**config.mk**
```make
export PLATFORM = sky130hd
export DESIGN_NAME = fac_limits
export DESIGN_NICKNAME = d
export VERILOG_FILES = /design/src/design/fac_pkg.sv /design/src/design/fac_limits.sv
export SDC_FILE = /design/constraint.sdc
export NUM_CORES = 2
export LEC_CHECK = 0
export BUFFER_PORTS_ARGS = -buffer_cell sky130_fd_sc_hd__buf_2
export CORE_MARGIN = 2
export CORE_UTILIZATION = 45
export CTS_CLUSTER_DIAMETER = 60
export DETAILED_ROUTE_END_ITERATION = 7
export GPL_TIMING_DRIVEN = 1
export PLACE_DENSITY = 0.61
export SETUP_SLACK_MARGIN = 0.3
export SLEW_MARGIN = 20
export SYNTH_ARGS = -nofsm -noshare
export SYNTH_HDL_FRONTEND = slang
export SYNTH_SLANG_ARGS = --single-unit
```
**constraint.sdc**
```tcl
create_clock -name sys_clk -period 61.7 [get_ports sys_clk]
set_clock_uncertainty 0.15 [all_clocks]
set_input_delay 12.34 -clock sys_clk [delete_from_list [all_inputs] [get_ports sys_clk]]
set_output_delay 12.34 -clock sys_clk [all_outputs]
set_load 0.02 [all_outputs]
```
**src/design/fac_pkg.sv**
```systemverilog
package fac_pkg;
   // ==========================================================
   // Register offsets (word indices; some printed offsets are not word aligned, so index*4)
   localparam logic [7:0] IDX_FAN1_MIN    = 8'h64;
   localparam logic [7:0] IDX_FAN2_MIN    = 8'h65;
   localparam logic [7:0] IDX_FAN3_MIN    = 8'h66;
   localparam logic [7:0] IDX_R1_START    = 8'h67;
   localparam logic [7:0] IDX_LOC_START   = 8'h68;
   localparam logic [7:0] IDX_R2_START    = 8'h69;
   localparam logic [7:0] IDX_R1_CRIT     = 8'h6A;
   localparam logic [7:0] IDX_LOC_CRIT    = 8'h6B;
   localparam logic [7:0] IDX_R2_CRIT     = 8'h6C;
   localparam logic [7:0] IDX_HYST_R1L    = 8'h6D;
   localparam logic [7:0] IDX_HYST_R2     = 8'h6E;
   localparam logic [7:0] IDX_ACOU_TWO    = 8'h80;
   localparam logic [7:0] IDX_CTRL        = 8'h81;
   localparam logic [7:0] IDX_IRQ_STAT    = 8'h82;
   localparam logic [7:0] IDX_IRQ_MASK    = 8'h83;
   localparam logic [7:0] IDX_STATUS      = 8'h84;
   localparam logic [7:0] IDX_TEMP_R1     = 8'h85;
   localparam logic [7:0] IDX_TEMP_LOC    = 8'h86;
   localparam logic [7:0] IDX_TEMP_R2     = 8'h87;
   localparam logic [7:0] IDX_SPAN        = 8'h88;

   // ==========================================================
   // Reset values
   localparam logic [7:0] RST_MIN_DUTY    = 8'h80;
   localparam logic [7:0] RST_START       = 8'h5A;
   localparam logic [7:0] RST_CRIT        = 8'h64;
   localparam logic [7:0] RST_HYST_R1L    = 8'h44;
   localparam logic [7:0] RST_HYST_R2     = 8'h40;
   localparam logic [7:0] RST_ACOU        = 8'h00;
   localparam logic [7:0] RST_SPAN        = 8'h20;
   localparam logic [7:0] CRIT_DISABLED   = 8'h80;
   localparam logic [7:0] DUTY_FULL       = 8'hFF;
   localparam logic [7:0] DUTY_OFF        = 8'h00;

   // ==========================================================
   // Field positions
   localparam int ACOU_LOC_RATE_LSB = 0;
   localparam int ACOU_LOC_EN_BIT   = 3;
   localparam int ACOU_R2_RATE_LSB  = 4;
   localparam int ACOU_R2_EN_BIT    = 7;
   localparam int CTRL_AUTO_BIT     = 0;
   localparam int CTRL_LOCK_BIT     = 1;
   localparam int CTRL_SLOW_BIT     = 2;
   localparam int CTRL_PINOUT_BIT   = 3;
   localparam int CTRL_HOLD_LSB     = 4;
   localparam int CTRL_SRC_LSB      = 8;

   // ==========================================================
   // Ramp timing: slot = full sweep at step 1 divided by 255 steps
   localparam int  CLK_HZ          = 20_000_000;
   localparam real SWEEP_FAST_SEC  = 37.5;
   localparam real SWEEP_SLOW_SEC  = 52.2;
   localparam int  SLOT_FAST_CYC   = int'($floor(SWEEP_FAST_SEC * CLK_HZ / 255.0));
   localparam int  SLOT_SLOW_CYC   = int'($floor(SWEEP_SLOW_SEC * CLK_HZ / 255.0));

   typedef enum logic [1:0] {
      FAC_SRC_R1,
      FAC_SRC_LOC,
      FAC_SRC_R2
   } fac_src_t;

   typedef struct packed {
      logic [7:0] r1;
      logic [7:0] loc;
      logic [7:0] r2;
   } fac_temps_t;

   typedef struct packed {
      logic [7:0] fan3;
      logic [7:0] fan2;
      logic [7:0] fan1;
   } fac_duty_t;
endpackage

```
**src/design/fac_limits.sv**
```systemverilog
// Summary of operation
// RULE_01: ramp code maps to steps 1..48
// RULE_02: remote-two fans ramp at field rate
// RULE_03: slow-ramp bit stretches time slot
// RULE_04: local smoothing only when bit3 set
// RULE_05: remote-two smoothing only when bit7 set
// RULE_06: lock bit freezes acoustic config writes
// RULE_07: minimum duty scales linearly full range
// RULE_08: auto mode freezes minimum duty registers
// RULE_09: above threshold run minimum, rise with span
// RULE_10: any critical exceed forces full duty
// RULE_11: limit 0x80 disables critical override
// RULE_12: override holds until below limit minus hysteresis
// RULE_13: overtemp pin pulls low past limit
// RULE_14: thresholds one degree per count
// RULE_15: four-bit hysteresis keeps minimum below threshold
// RULE_16: hold-select bit chooses off or minimum
// RULE_17: step per slot, stop exactly at target
module fac_limits
   import fac_pkg::*;
#(
   parameter int SLOT_FAST = fac_pkg::SLOT_FAST_CYC,
   parameter int SLOT_SLOW = fac_pkg::SLOT_SLOW_CYC
) (
   input  wire logic               sys_clk,
   input  wire logic               rst_b,
   input  wire logic               psel,
   input  wire logic               penable,
   input  wire logic               pwrite,
   input  wire logic [11:0]        paddr,
   input  wire logic [31:0]        pwdata,
   input  wire logic [3:0]         pstrb,
   output logic                    pready,
   output logic [31:0]             prdata,
   output logic                    pslverr,
   input  wire fac_pkg::fac_temps_t temps,
   input  wire logic               temps_valid,
   output fac_pkg::fac_duty_t      fan_drive_output,
   output logic                    overtemp_pin_o,
   output logic                    overtemp_pin_oe_b,
   output logic                    irq
);
   import fac_pkg::*;

   // ==========================================================
   // Register state
   logic [7:0]  min_ff [3];
   logic [7:0]  start_ff [3];
   logic [7:0]  crit_ff [3];
   logic [7:0]  nxt_min [3];
   logic [7:0]  nxt_start [3];
   logic [7:0]  nxt_crit [3];
   logic [7:0]  hyst_r1l_ff, nxt_hyst_r1l;
   logic [7:0]  hyst_r2_ff, nxt_hyst_r2;
   logic [7:0]  acou_ff, nxt_acou;
   logic [13:0] ctrl_ff, nxt_ctrl;
   logic [7:0]  span_ff, nxt_span;
   logic [3:0]  stat_ff, nxt_stat;
   logic [3:0]  mask_ff, nxt_mask;
   fac_temps_t  temps_ff, nxt_temps;
   logic [2:0]  crit_ff_on, nxt_crit_on;
   logic [2:0]  run_ff, nxt_run;
   logic [7:0]  duty_ff [3];
   logic [7:0]  nxt_duty [3];
   logic [31:0] slot_cnt_ff, nxt_slot_cnt;
   logic        slot_tick;

   logic [7:0]  temp_ch [3];
   logic [3:0]  hyst_ch [3];
   logic [2:0]  crit_hit;
   // Release points per channel: limit or threshold less hysteresis
   logic [7:0]  crit_floor [3];
   logic [7:0]  start_floor [3];
   logic        wr_en;
   logic [7:0]  idx;
   logic        any_crit;
   logic        auto_on;
   logic        locked;

   // Per-channel views of captured codes and hysteresis nibbles
   assign temp_ch[0] = temps_ff.r1;
   assign temp_ch[1] = temps_ff.loc;
   assign temp_ch[2] = temps_ff.r2;
   assign hyst_ch[0] = hyst_r1l_ff[7:4];
   assign hyst_ch[1] = hyst_r1l_ff[3:0];     // RULE_15
   assign hyst_ch[2] = hyst_r2_ff[7:4];
   assign auto_on    = ctrl_ff[CTRL_AUTO_BIT];
   assign locked     = ctrl_ff[CTRL_LOCK_BIT];

   // ==========================================================
   // APB slave: zero wait states, unmapped reads zero with error
   assign pready = 1'b1;
   assign wr_en  = psel && penable && pwrite && pstrb[0];
   // Misaligned or out-of-window addresses fall on index 0x00, which is unmapped
   assign idx    = (paddr[11:10] == 2'h0 && paddr[1:0] == 2'h0) ? paddr[9:2] : 8'h00;

   // Rate code to duty step per slot
   function automatic logic [7:0] step_of(input logic [2:0] code);
      logic [7:0] s;
      s = 8'h01;
      unique case (code)     // RULE_01
         3'h0: s = 8'h01;
         3'h1: s = 8'h02;
         3'h2: s = 8'h03;
         3'h3: s = 8'h04;
         3'h4: s = 8'h08;
         3'h5: s = 8'h0C;
         3'h6: s = 8'h18;
         3'h7: s = 8'h30;
      endcase
      return s;
   endfunction

   // Index lies inside one of the two register windows
   function automatic logic map_hit(input logic [7:0] i);
      return (i >= IDX_FAN1_MIN && i <= IDX_HYST_R2) || (i >= IDX_ACOU_TWO && i <= IDX_SPAN);
   endfunction

   // Read mux over the register flops; zero wait, so no output stage
   logic [31:0] rd_val;
   always_comb begin
      rd_val = 32'h0000_0000;
      unique case (idx)
         IDX_FAN1_MIN:  rd_val[7:0]  = min_ff[0];
         IDX_FAN2_MIN:  rd_val[7:0]  = min_ff[1];
         IDX_FAN3_MIN:  rd_val[7:0]  = min_ff[2];
         IDX_R1_START:  rd_val[7:0]  = start_ff[0];
         IDX_LOC_START: rd_val[7:0]  = start_ff[1];
         IDX_R2_START:  rd_val[7:0]  = start_ff[2];
         IDX_R1_CRIT:   rd_val[7:0]  = crit_ff[0];
         IDX_LOC_CRIT:  rd_val[7:0]  = crit_ff[1];
         IDX_R2_CRIT:   rd_val[7:0]  = crit_ff[2];
         IDX_HYST_R1L:  rd_val[7:0]  = hyst_r1l_ff;
         IDX_HYST_R2:   rd_val[7:0]  = hyst_r2_ff;
         IDX_ACOU_TWO:  rd_val[7:0]  = acou_ff;
         IDX_CTRL:      rd_val[13:0] = ctrl_ff;
         IDX_IRQ_STAT:  rd_val[3:0]  = stat_ff;
         IDX_IRQ_MASK:  rd_val[3:0]  = mask_ff;
         IDX_STATUS:    rd_val[5:0]  = {run_ff, crit_ff_on};
         IDX_TEMP_R1:   rd_val[7:0]  = temps_ff.r1;
         IDX_TEMP_LOC:  rd_val[7:0]  = temps_ff.loc;
         IDX_TEMP_R2:   rd_val[7:0]  = temps_ff.r2;
         IDX_SPAN:      rd_val[7:0]  = span_ff;
         default:       rd_val       = 32'h0000_0000;
      endcase
   end
   assign prdata  = rd_val;
   assign pslverr = psel && penable && !map_hit(idx);

   // ==========================================================
   // Register writes
   always_comb begin
      for (int i = 0; i < 3; i++) begin
         nxt_min[i]   = min_ff[i];
         nxt_start[i] = start_ff[i];
         nxt_crit[i]  = crit_ff[i];
      end
      nxt_hyst_r1l = hyst_r1l_ff;
      nxt_hyst_r2  = hyst_r2_ff;
      nxt_acou     = acou_ff;
      nxt_ctrl     = ctrl_ff;
      nxt_span     = span_ff;
      nxt_mask     = mask_ff;
      if (wr_en) begin
         for (int i = 0; i < 3; i++) begin
            if (idx == IDX_FAN1_MIN + 8'(i) && !auto_on)     // RULE_08
               nxt_min[i] = pwdata[7:0];
            if (idx == IDX_R1_START + 8'(i))
               nxt_start[i] = pwdata[7:0];
            if (idx == IDX_R1_CRIT + 8'(i))
               nxt_crit[i] = pwdata[7:0];
         end
         if (idx == IDX_HYST_R1L && !locked)
            nxt_hyst_r1l = pwdata[7:0];
         if (idx == IDX_HYST_R2 && !locked)
            nxt_hyst_r2 = pwdata[7:0];
         if (idx == IDX_ACOU_TWO && !locked)     // RULE_06
            nxt_acou = pwdata[7:0];
         // Lock is sticky until reset
         if (idx == IDX_CTRL)
            nxt_ctrl = {pwdata[13:2], pwdata[1] | locked, pwdata[0]};
         if (idx == IDX_SPAN)
            nxt_span = pwdata[7:0];
         if (idx == IDX_IRQ_MASK)
            nxt_mask = pwdata[3:0];
      end
   end

   // Register bank flops
   always_ff @(posedge sys_clk or negedge rst_b) begin
      if (!rst_b) begin
         for (int i = 0; i < 3; i++) begin
            min_ff[i]   <= RST_MIN_DUTY;
            start_ff[i] <= RST_START;
            crit_ff[i]  <= RST_CRIT;
         end
         hyst_r1l_ff <= RST_HYST_R1L;
         hyst_r2_ff  <= RST_HYST_R2;
         acou_ff     <= RST_ACOU;
         ctrl_ff     <= 14'h0000;
         span_ff     <= RST_SPAN;
         mask_ff     <= 4'h0;
      end else begin
         min_ff      <= nxt_min;
         start_ff    <= nxt_start;
         crit_ff     <= nxt_crit;
         hyst_r1l_ff <= nxt_hyst_r1l;
         hyst_r2_ff  <= nxt_hyst_r2;
         acou_ff     <= nxt_acou;
         ctrl_ff     <= nxt_ctrl;
         span_ff     <= nxt_span;
         mask_ff     <= nxt_mask;
      end
   end

   // ==========================================================
   // Temperature capture: same-clock input, no synchroniser
   // Last codes stay in force while the measurement side is idle
   always_comb begin
      nxt_temps = temps_ff;
      if (temps_valid)
         nxt_temps = temps;
   end

   always_ff @(posedge sys_clk or negedge rst_b) begin
      if (!rst_b) begin
         temps_ff <= '0;
      end else begin
         temps_ff <= nxt_temps;
      end
   end

   // ==========================================================
   // Critical override and start/stop hysteresis per channel
   always_comb begin
      for (int i = 0; i < 3; i++) begin
         // One degree per count; signed-free compare on raw codes
         crit_hit[i] = (crit_ff[i] != CRIT_DISABLED) && (temp_ch[i] > crit_ff[i]);     // RULE_11 RULE_14
         // Saturate at zero so a low limit cannot wrap to a huge floor
         crit_floor[i]  = (crit_ff[i] > 8'(hyst_ch[i])) ? crit_ff[i] - 8'(hyst_ch[i]) : 8'h00;
         start_floor[i] = (start_ff[i] > 8'(hyst_ch[i])) ? start_ff[i] - 8'(hyst_ch[i]) : 8'h00;
         nxt_crit_on[i] = crit_ff_on[i];
         if (crit_ff[i] == CRIT_DISABLED)     // RULE_11
            nxt_crit_on[i] = 1'b0;
         else if (crit_hit[i])
            nxt_crit_on[i] = 1'b1;     // RULE_10
         else if (temp_ch[i] < crit_floor[i])
            nxt_crit_on[i] = 1'b0;     // RULE_12
         nxt_run[i] = run_ff[i];
         if (temp_ch[i] > start_ff[i])
            nxt_run[i] = 1'b1;     // RULE_09
         else if (temp_ch[i] <= start_floor[i])
            nxt_run[i] = 1'b0;     // RULE_15
      end
   end
   assign any_crit = |crit_ff_on;

   // Override and run flags; cleared by the hysteresis paths above, override also by a disabled limit
   always_ff @(posedge sys_clk or negedge rst_b) begin
      if (!rst_b) begin
         crit_ff_on <= 3'b000;
         run_ff     <= 3'b000;
      end else begin
         crit_ff_on <= nxt_crit_on;
         run_ff     <= nxt_run;
      end
   end

   // ==========================================================
   // Ramp slot divider: one-cycle enable per slot
   // Free running, so the first step of a ramp lands anywhere in a slot
   always_comb begin
      slot_tick    = 1'b0;
      nxt_slot_cnt = slot_cnt_ff + 32'd1;
      if (slot_cnt_ff >= 32'(ctrl_ff[CTRL_SLOW_BIT] ? SLOT_SLOW - 1 : SLOT_FAST - 1)) begin     // RULE_03
         slot_tick    = 1'b1;
         nxt_slot_cnt = 32'd0;
      end
   end

   // Slot counter flop
   always_ff @(posedge sys_clk or negedge rst_b) begin
      if (!rst_b) begin
         slot_cnt_ff <= 32'd0;
      end else begin
         slot_cnt_ff <= nxt_slot_cnt;
      end
   end

   // ==========================================================
   // Per-fan target and ramped duty
   logic [7:0] target [3];
   logic [7:0] step   [3];
   logic       smooth [3];
   always_comb begin
      for (int f = 0; f < 3; f++) begin
         logic [1:0]  src;
         logic [15:0] lin;
         logic [8:0]  over;
         src  = ctrl_ff[CTRL_SRC_LSB + 2*f +: 2];
         if (src > 2'd2)
            src = 2'd2;
         over = {1'b0, temp_ch[src]} - {1'b0, start_ff[src]};
         lin  = 16'(min_ff[f]) + 16'(over[7:0]) * 16'(DUTY_FULL - min_ff[f]) / 16'(span_ff | 8'h01);
         if (!run_ff[src])
            target[f] = ctrl_ff[CTRL_HOLD_LSB + f] ? min_ff[f] : DUTY_OFF;     // RULE_16
         else if (over[8] || lin > 16'(DUTY_FULL))
            target[f] = (over[8]) ? min_ff[f] : DUTY_FULL;
         else
            target[f] = lin[7:0];     // RULE_07 RULE_09
         step[f]   = (src == 2'(FAC_SRC_R2)) ? step_of(acou_ff[ACOU_R2_RATE_LSB +: 3])
                                             : step_of(acou_ff[ACOU_LOC_RATE_LSB +: 3]);     // RULE_02
         smooth[f] = (src == 2'(FAC_SRC_R2)) ? acou_ff[ACOU_R2_EN_BIT]     // RULE_05
                   : (src == 2'(FAC_SRC_LOC)) ? acou_ff[ACOU_LOC_EN_BIT] : 1'b0;     // RULE_04
         nxt_duty[f] = duty_ff[f];
         if (!auto_on)
            nxt_duty[f] = min_ff[f];
         else if (!smooth[f])
            nxt_duty[f] = target[f];
         else if (slot_tick) begin
            // Clamp to target so a large step never overshoots
            if (target[f] > duty_ff[f])
               nxt_duty[f] = (target[f] - duty_ff[f] > step[f]) ? duty_ff[f] + step[f] : target[f];     // RULE_17
            else if (target[f] < duty_ff[f])
               nxt_duty[f] = (duty_ff[f] - target[f] > step[f]) ? duty_ff[f] - step[f] : target[f];     // RULE_17
         end
      end
   end

   // Duty flops start at the minimum-duty reset value
   always_ff @(posedge sys_clk or negedge rst_b) begin
      if (!rst_b) begin
         for (int f = 0; f < 3; f++) begin
            duty_ff[f] <= RST_MIN_DUTY;
         end
      end else begin
         duty_ff <= nxt_duty;
      end
   end

   // ==========================================================
   // Interrupt status: per-channel critical plus any run start; set wins over clear
   always_comb begin
      nxt_stat = stat_ff;
      if (wr_en && idx == IDX_IRQ_STAT)
         nxt_stat = stat_ff & ~pwdata[3:0];
      nxt_stat = nxt_stat | {|(nxt_run & ~run_ff), crit_hit};
   end
   assign irq = |(stat_ff & mask_ff);

   always_ff @(posedge sys_clk or negedge rst_b) begin
      if (!rst_b) begin
         // Sticky bits only; the mask lives with the register bank
         stat_ff <= 4'h0;
      end else begin
         stat_ff <= nxt_stat;
      end
   end

   // ==========================================================
   // Outputs: override beats loop and software
   logic [7:0] drive_ch [3];
   for (genvar g = 0; g < 3; g++) begin : g_drive
      assign drive_ch[g] = any_crit ? DUTY_FULL : duty_ff[g];     // RULE_10
   end
   assign fan_drive_output = {drive_ch[2], drive_ch[1], drive_ch[0]};
   assign overtemp_pin_o        = 1'b0;
   assign overtemp_pin_oe_b     = !(ctrl_ff[CTRL_PINOUT_BIT] && (|crit_ff_on));     // RULE_13
endmodule

```
==> flow_metrics.env <==
export IMPL_run_status="finished, final reports clean"
export IMPL_antenna_found_initial=4
export IMPL_critical_path_class="reg2reg"
export IMPL_synth_top_family_by_area="adder cells"
export IMPL_rows=114
export IMPL_maxCapViolCount=0
export IMPL_cts_buffers=28
export IMPL_cts_resized=0
export IMPL_dp_hpwl_um=111000
export IMPL_synth_compound_area_share_pct=24.3
export IMPL_layout_commonest_cell="ha_1"
export IMPL_grt_ovfl_total=0
export IMPL_hold_path_class="reg2reg"
export IMPL_dr_total_vias=41500
export IMPL_hold_viol=0
export IMPL_drt_iter0_drc=3008
export IMPL_critPathLaunchType="flip-flop"
export IMPL_slew_headroom_pct=28.0
export IMPL_drive_gt1_share_pct=10.3
export IMPL_place_congestion=1.00
export IMPL_drc_errors=0
export IMPL_synth_top_area_cell="ha_1"
export IMPL_fmax_ghz=0.0205
export IMPL_first_pass_iters=8
export IMPL_cp_slowest_cell="xor2_1"
export IMPL_grt_setup_unrepaired="no"
export IMPL_core_area_um2=96700
export IMPL_synth_edff_count=0
export IMPL_yosysSeqAreaShare_pct=12.2
export IMPL_totalWireLength_um=140000
export IMPL_syn_area_per_cell_um2=7.88
export IMPL_final_seq_area_um2=5340
export IMPL_wl_per_cell_um=20.3
export IMPL_crit_path_end_kind="flip-flop"
export IMPL_synthFlopType="dfrtp_1"
export IMPL_critPathRequiredTime_ns=62.05
export IMPL_yosys_warnings=0
export IMPL_fillers=9685
export IMPL_grt_pass1_vias=39800
export IMPL_viasPerCell=6.00
export IMPL_nNetsFinal=6475
export IMPL_die_y_um=317
export IMPL_cts_max_path_buffers=3
export IMPL_track_usage_pct=27.5
export IMPL_hold_slack_ns=0.358
export IMPL_tightestPinTransition_ns=1.07
export IMPL_io_pins=139
export IMPL_grt_max_degree=81
export IMPL_hold_buffers=0
export IMPL_setup_viol=0
export IMPL_layout_common_cells="ha_1 (653), nor2_1 (539), nand2_1 (453), inv_1 (419), a21oi_1 (317)"
export IMPL_cp_slowest_stage_delay_ns=0.74
export IMPL_synth_xor_area_share_pct=6.59
export IMPL_grt_pass1_wl_um=221000
export IMPL_setup_tns_final_ns=0
export IMPL_synth_top_area_share_pct=18.6
export IMPL_final_cell_count_no_fill=6907
export IMPL_cts_htree_levels=1
export IMPL_netlist_area_um2=44000
export IMPL_clkLatencyLatePin_ns=0.56
export IMPL_cts_num_sinks=212
export IMPL_post_route_period_util_pct=79.1
export IMPL_synth_simple_gate_area_share_pct=19.8
export IMPL_crit_arrival_ns=49.18
export IMPL_ys_ff_latch=212
export IMPL_async_flop_share_pct=100
export IMPL_crit_top_cell="a21oi_1"
export IMPL_clk_pin_slew_ns=0.06
export IMPL_post_cts_buffers=0
export IMPL_fp_dieW_um=317
export IMPL_synth_fa_ha_area_share_pct=24.8
export IMPL_synthToLayoutAreaGrowth_pct=6.47
export IMPL_dieArea_um2=100000
export IMPL_dp_cells=6855
export IMPL_cts_tree="built"
export IMPL_drtAntennaViolNets=0
export IMPL_yosys_top_cells_area="ha_1 (19%), dfrtp_1 (10%), fa_1 (6.1%)"
export IMPL_yosysUniqueCellTypes=132
export IMPL_synthMuxAreaShare_pct=6.67
export IMPL_initial_core_util_pct=45.5
export IMPL_cts_root_buffer="clkbuf_16"
export IMPL_io_buffers=97
export IMPL_multi_input_area_um2=36300
export IMPL_crit_fanout=18
export IMPL_finalMaxSlewViolations=0
export IMPL_syn_inst=5575
export IMPL_post_route_min_period_ns=48.83
==> worst paths after layout <==
| kind | startpoint | to | slack [ns] | depth (start not counted) |
|---|---|---|---|---|
| worst max-delay path | ctrl_ff[10]$_DFFE_PN0P_ | duty_ff[13]$_DFFE_PN0P_ | 12.87 | 208 |
| worst min register to register | ctrl_ff[8]$_DFFE_PN0P_ | ctrl_ff[8]$_DFFE_PN0P_ | 0.36 | 1 |
| worst min-delay path | ctrl_ff[8]$_DFFE_PN0P_ | ctrl_ff[8]$_DFFE_PN0P_ | 0.36 | 1 |
| max in group asynchronous | rst_b | mask_ff[2]$_DFFE_PN0P_ | 47.50 | 3 |
| worst max register to register | ctrl_ff[10]$_DFFE_PN0P_ | duty_ff[13]$_DFFE_PN0P_ | 12.87 | 208 |
| min in group asynchronous | rst_b | slot_cnt_ff[28]$_DFF_PN0_ | 11.61 | 1 |
==> kinds of logic after synthesis <==
logic type	after synthesis
AOI/OAI and AO/OA	1548
xor gates and xnor gates	329
adders and majority gates	789
buffers and inverters	627
DFF	212
muxes	269
other	2
and+or+nand+nor	1799
==> layout make-up <==
cell class	count	share of cell area, %
multi-input combinational	4763	77.5
sequential	212	11.4
inverter	439	3.54
tap	1276	3.41
timing repair buffer	165	2.15
clock buffer	38	1.73
clock inverter	13	0.286
antenna	1	0.00535
==> metal layers <==
metal | part of all wire (%) | track usage (%) | wire, um
met2 | 44 | 44.2 | 61600
met1 | 45 | 37.5 | 63500
met4 | 4.7 | 11.5 | 6610
met5 | 0.012 | 0 | 17
met3 | 6.2 | 3.26 | 8640
==> through the flow <==
| step | worst slack, ns | utilization, % | instance area, um^2 |
|---|---|---|---|
| 2_1_floorplan | 20.53 | - | 44100 |
| 3_5_place_dp | 13.56 | 47.4 | 45900 |
| 4_1_cts | 13.34 | 48.4 | 46800 |
| 3_3_place_gp | 14.20 | 47.4 | 45800 |
| 5_1_grt | 9.37 | 48.4 | 46800 |
| 6_report | 12.87 | 48.4 | 46800 |
==> worst max-delay path: cells and delay by family, from the launching register on <==
family / cells / cell delay [ns]
buffers and inverters: 15 / 2.29
adder cells (fa/ha/maj): 26 / 8.95
multiplexers: 6 / 1.84
AND/OR/NAND/NOR: 43 / 8.80
XOR/XNOR: 8 / 2.28
AO/OA/AOI/OAI: 110 / 24.03
flip-flops: 1 / 0.37
==> flip-flops by register name, indices dropped and copies added (netlist names), 4 cells and up <==
name,count
slot_cnt_ff,32
crit_ff,24
duty_ff,24
min_ff,24
start_ff,24
temp_ch,24
ctrl_ff,14
acou_ff,8
hyst_r1l_ff,8
hyst_r2_ff,8
span_ff,8
mask_ff,4
stat_ff,4
==> synth_stat cells, types with 16 or more instances <==
| library cell | n |
|---|---|
| a211o_1 | 24 |
| a211oi_1 | 37 |
| a21boi_0 | 18 |
| a21o_1 | 156 |
| a21oi_1 | 317 |
| a221o_1 | 20 |
| a221oi_1 | 26 |
| a22o_1 | 24 |
| a22oi_1 | 56 |
| a31oi_1 | 52 |
| a41oi_1 | 17 |
| and2_1 | 49 |
| and3_1 | 41 |
| buf_2 | 24 |
| buf_4 | 22 |
| clkbuf_1 | 128 |
| dfrtp_1 | 181 |
| dfstp_2 | 31 |
| fa_1 | 135 |
| ha_1 | 653 |
| inv_1 | 425 |
| mux2_2 | 170 |
| mux2i_1 | 86 |
| nand2_1 | 453 |
| nand2b_1 | 82 |
| nand3_1 | 112 |
| nand3b_1 | 17 |
| nand4_1 | 61 |
| nor2_1 | 539 |
| nor2b_1 | 95 |
| nor3_1 | 137 |
| nor3b_1 | 16 |
| nor4_1 | 39 |
| o211ai_1 | 41 |
| o21a_1 | 116 |
| o21ai_0 | 313 |
| o21bai_1 | 46 |
| o22ai_1 | 27 |
| o31ai_1 | 44 |
| or2_2 | 55 |
| or3_1 | 26 |
| xnor2_1 | 221 |
| xor2_1 | 107 |
Power is not shown: default switching activity piles up to over one toggle a cycle in this logic, so the estimate is an artifact.
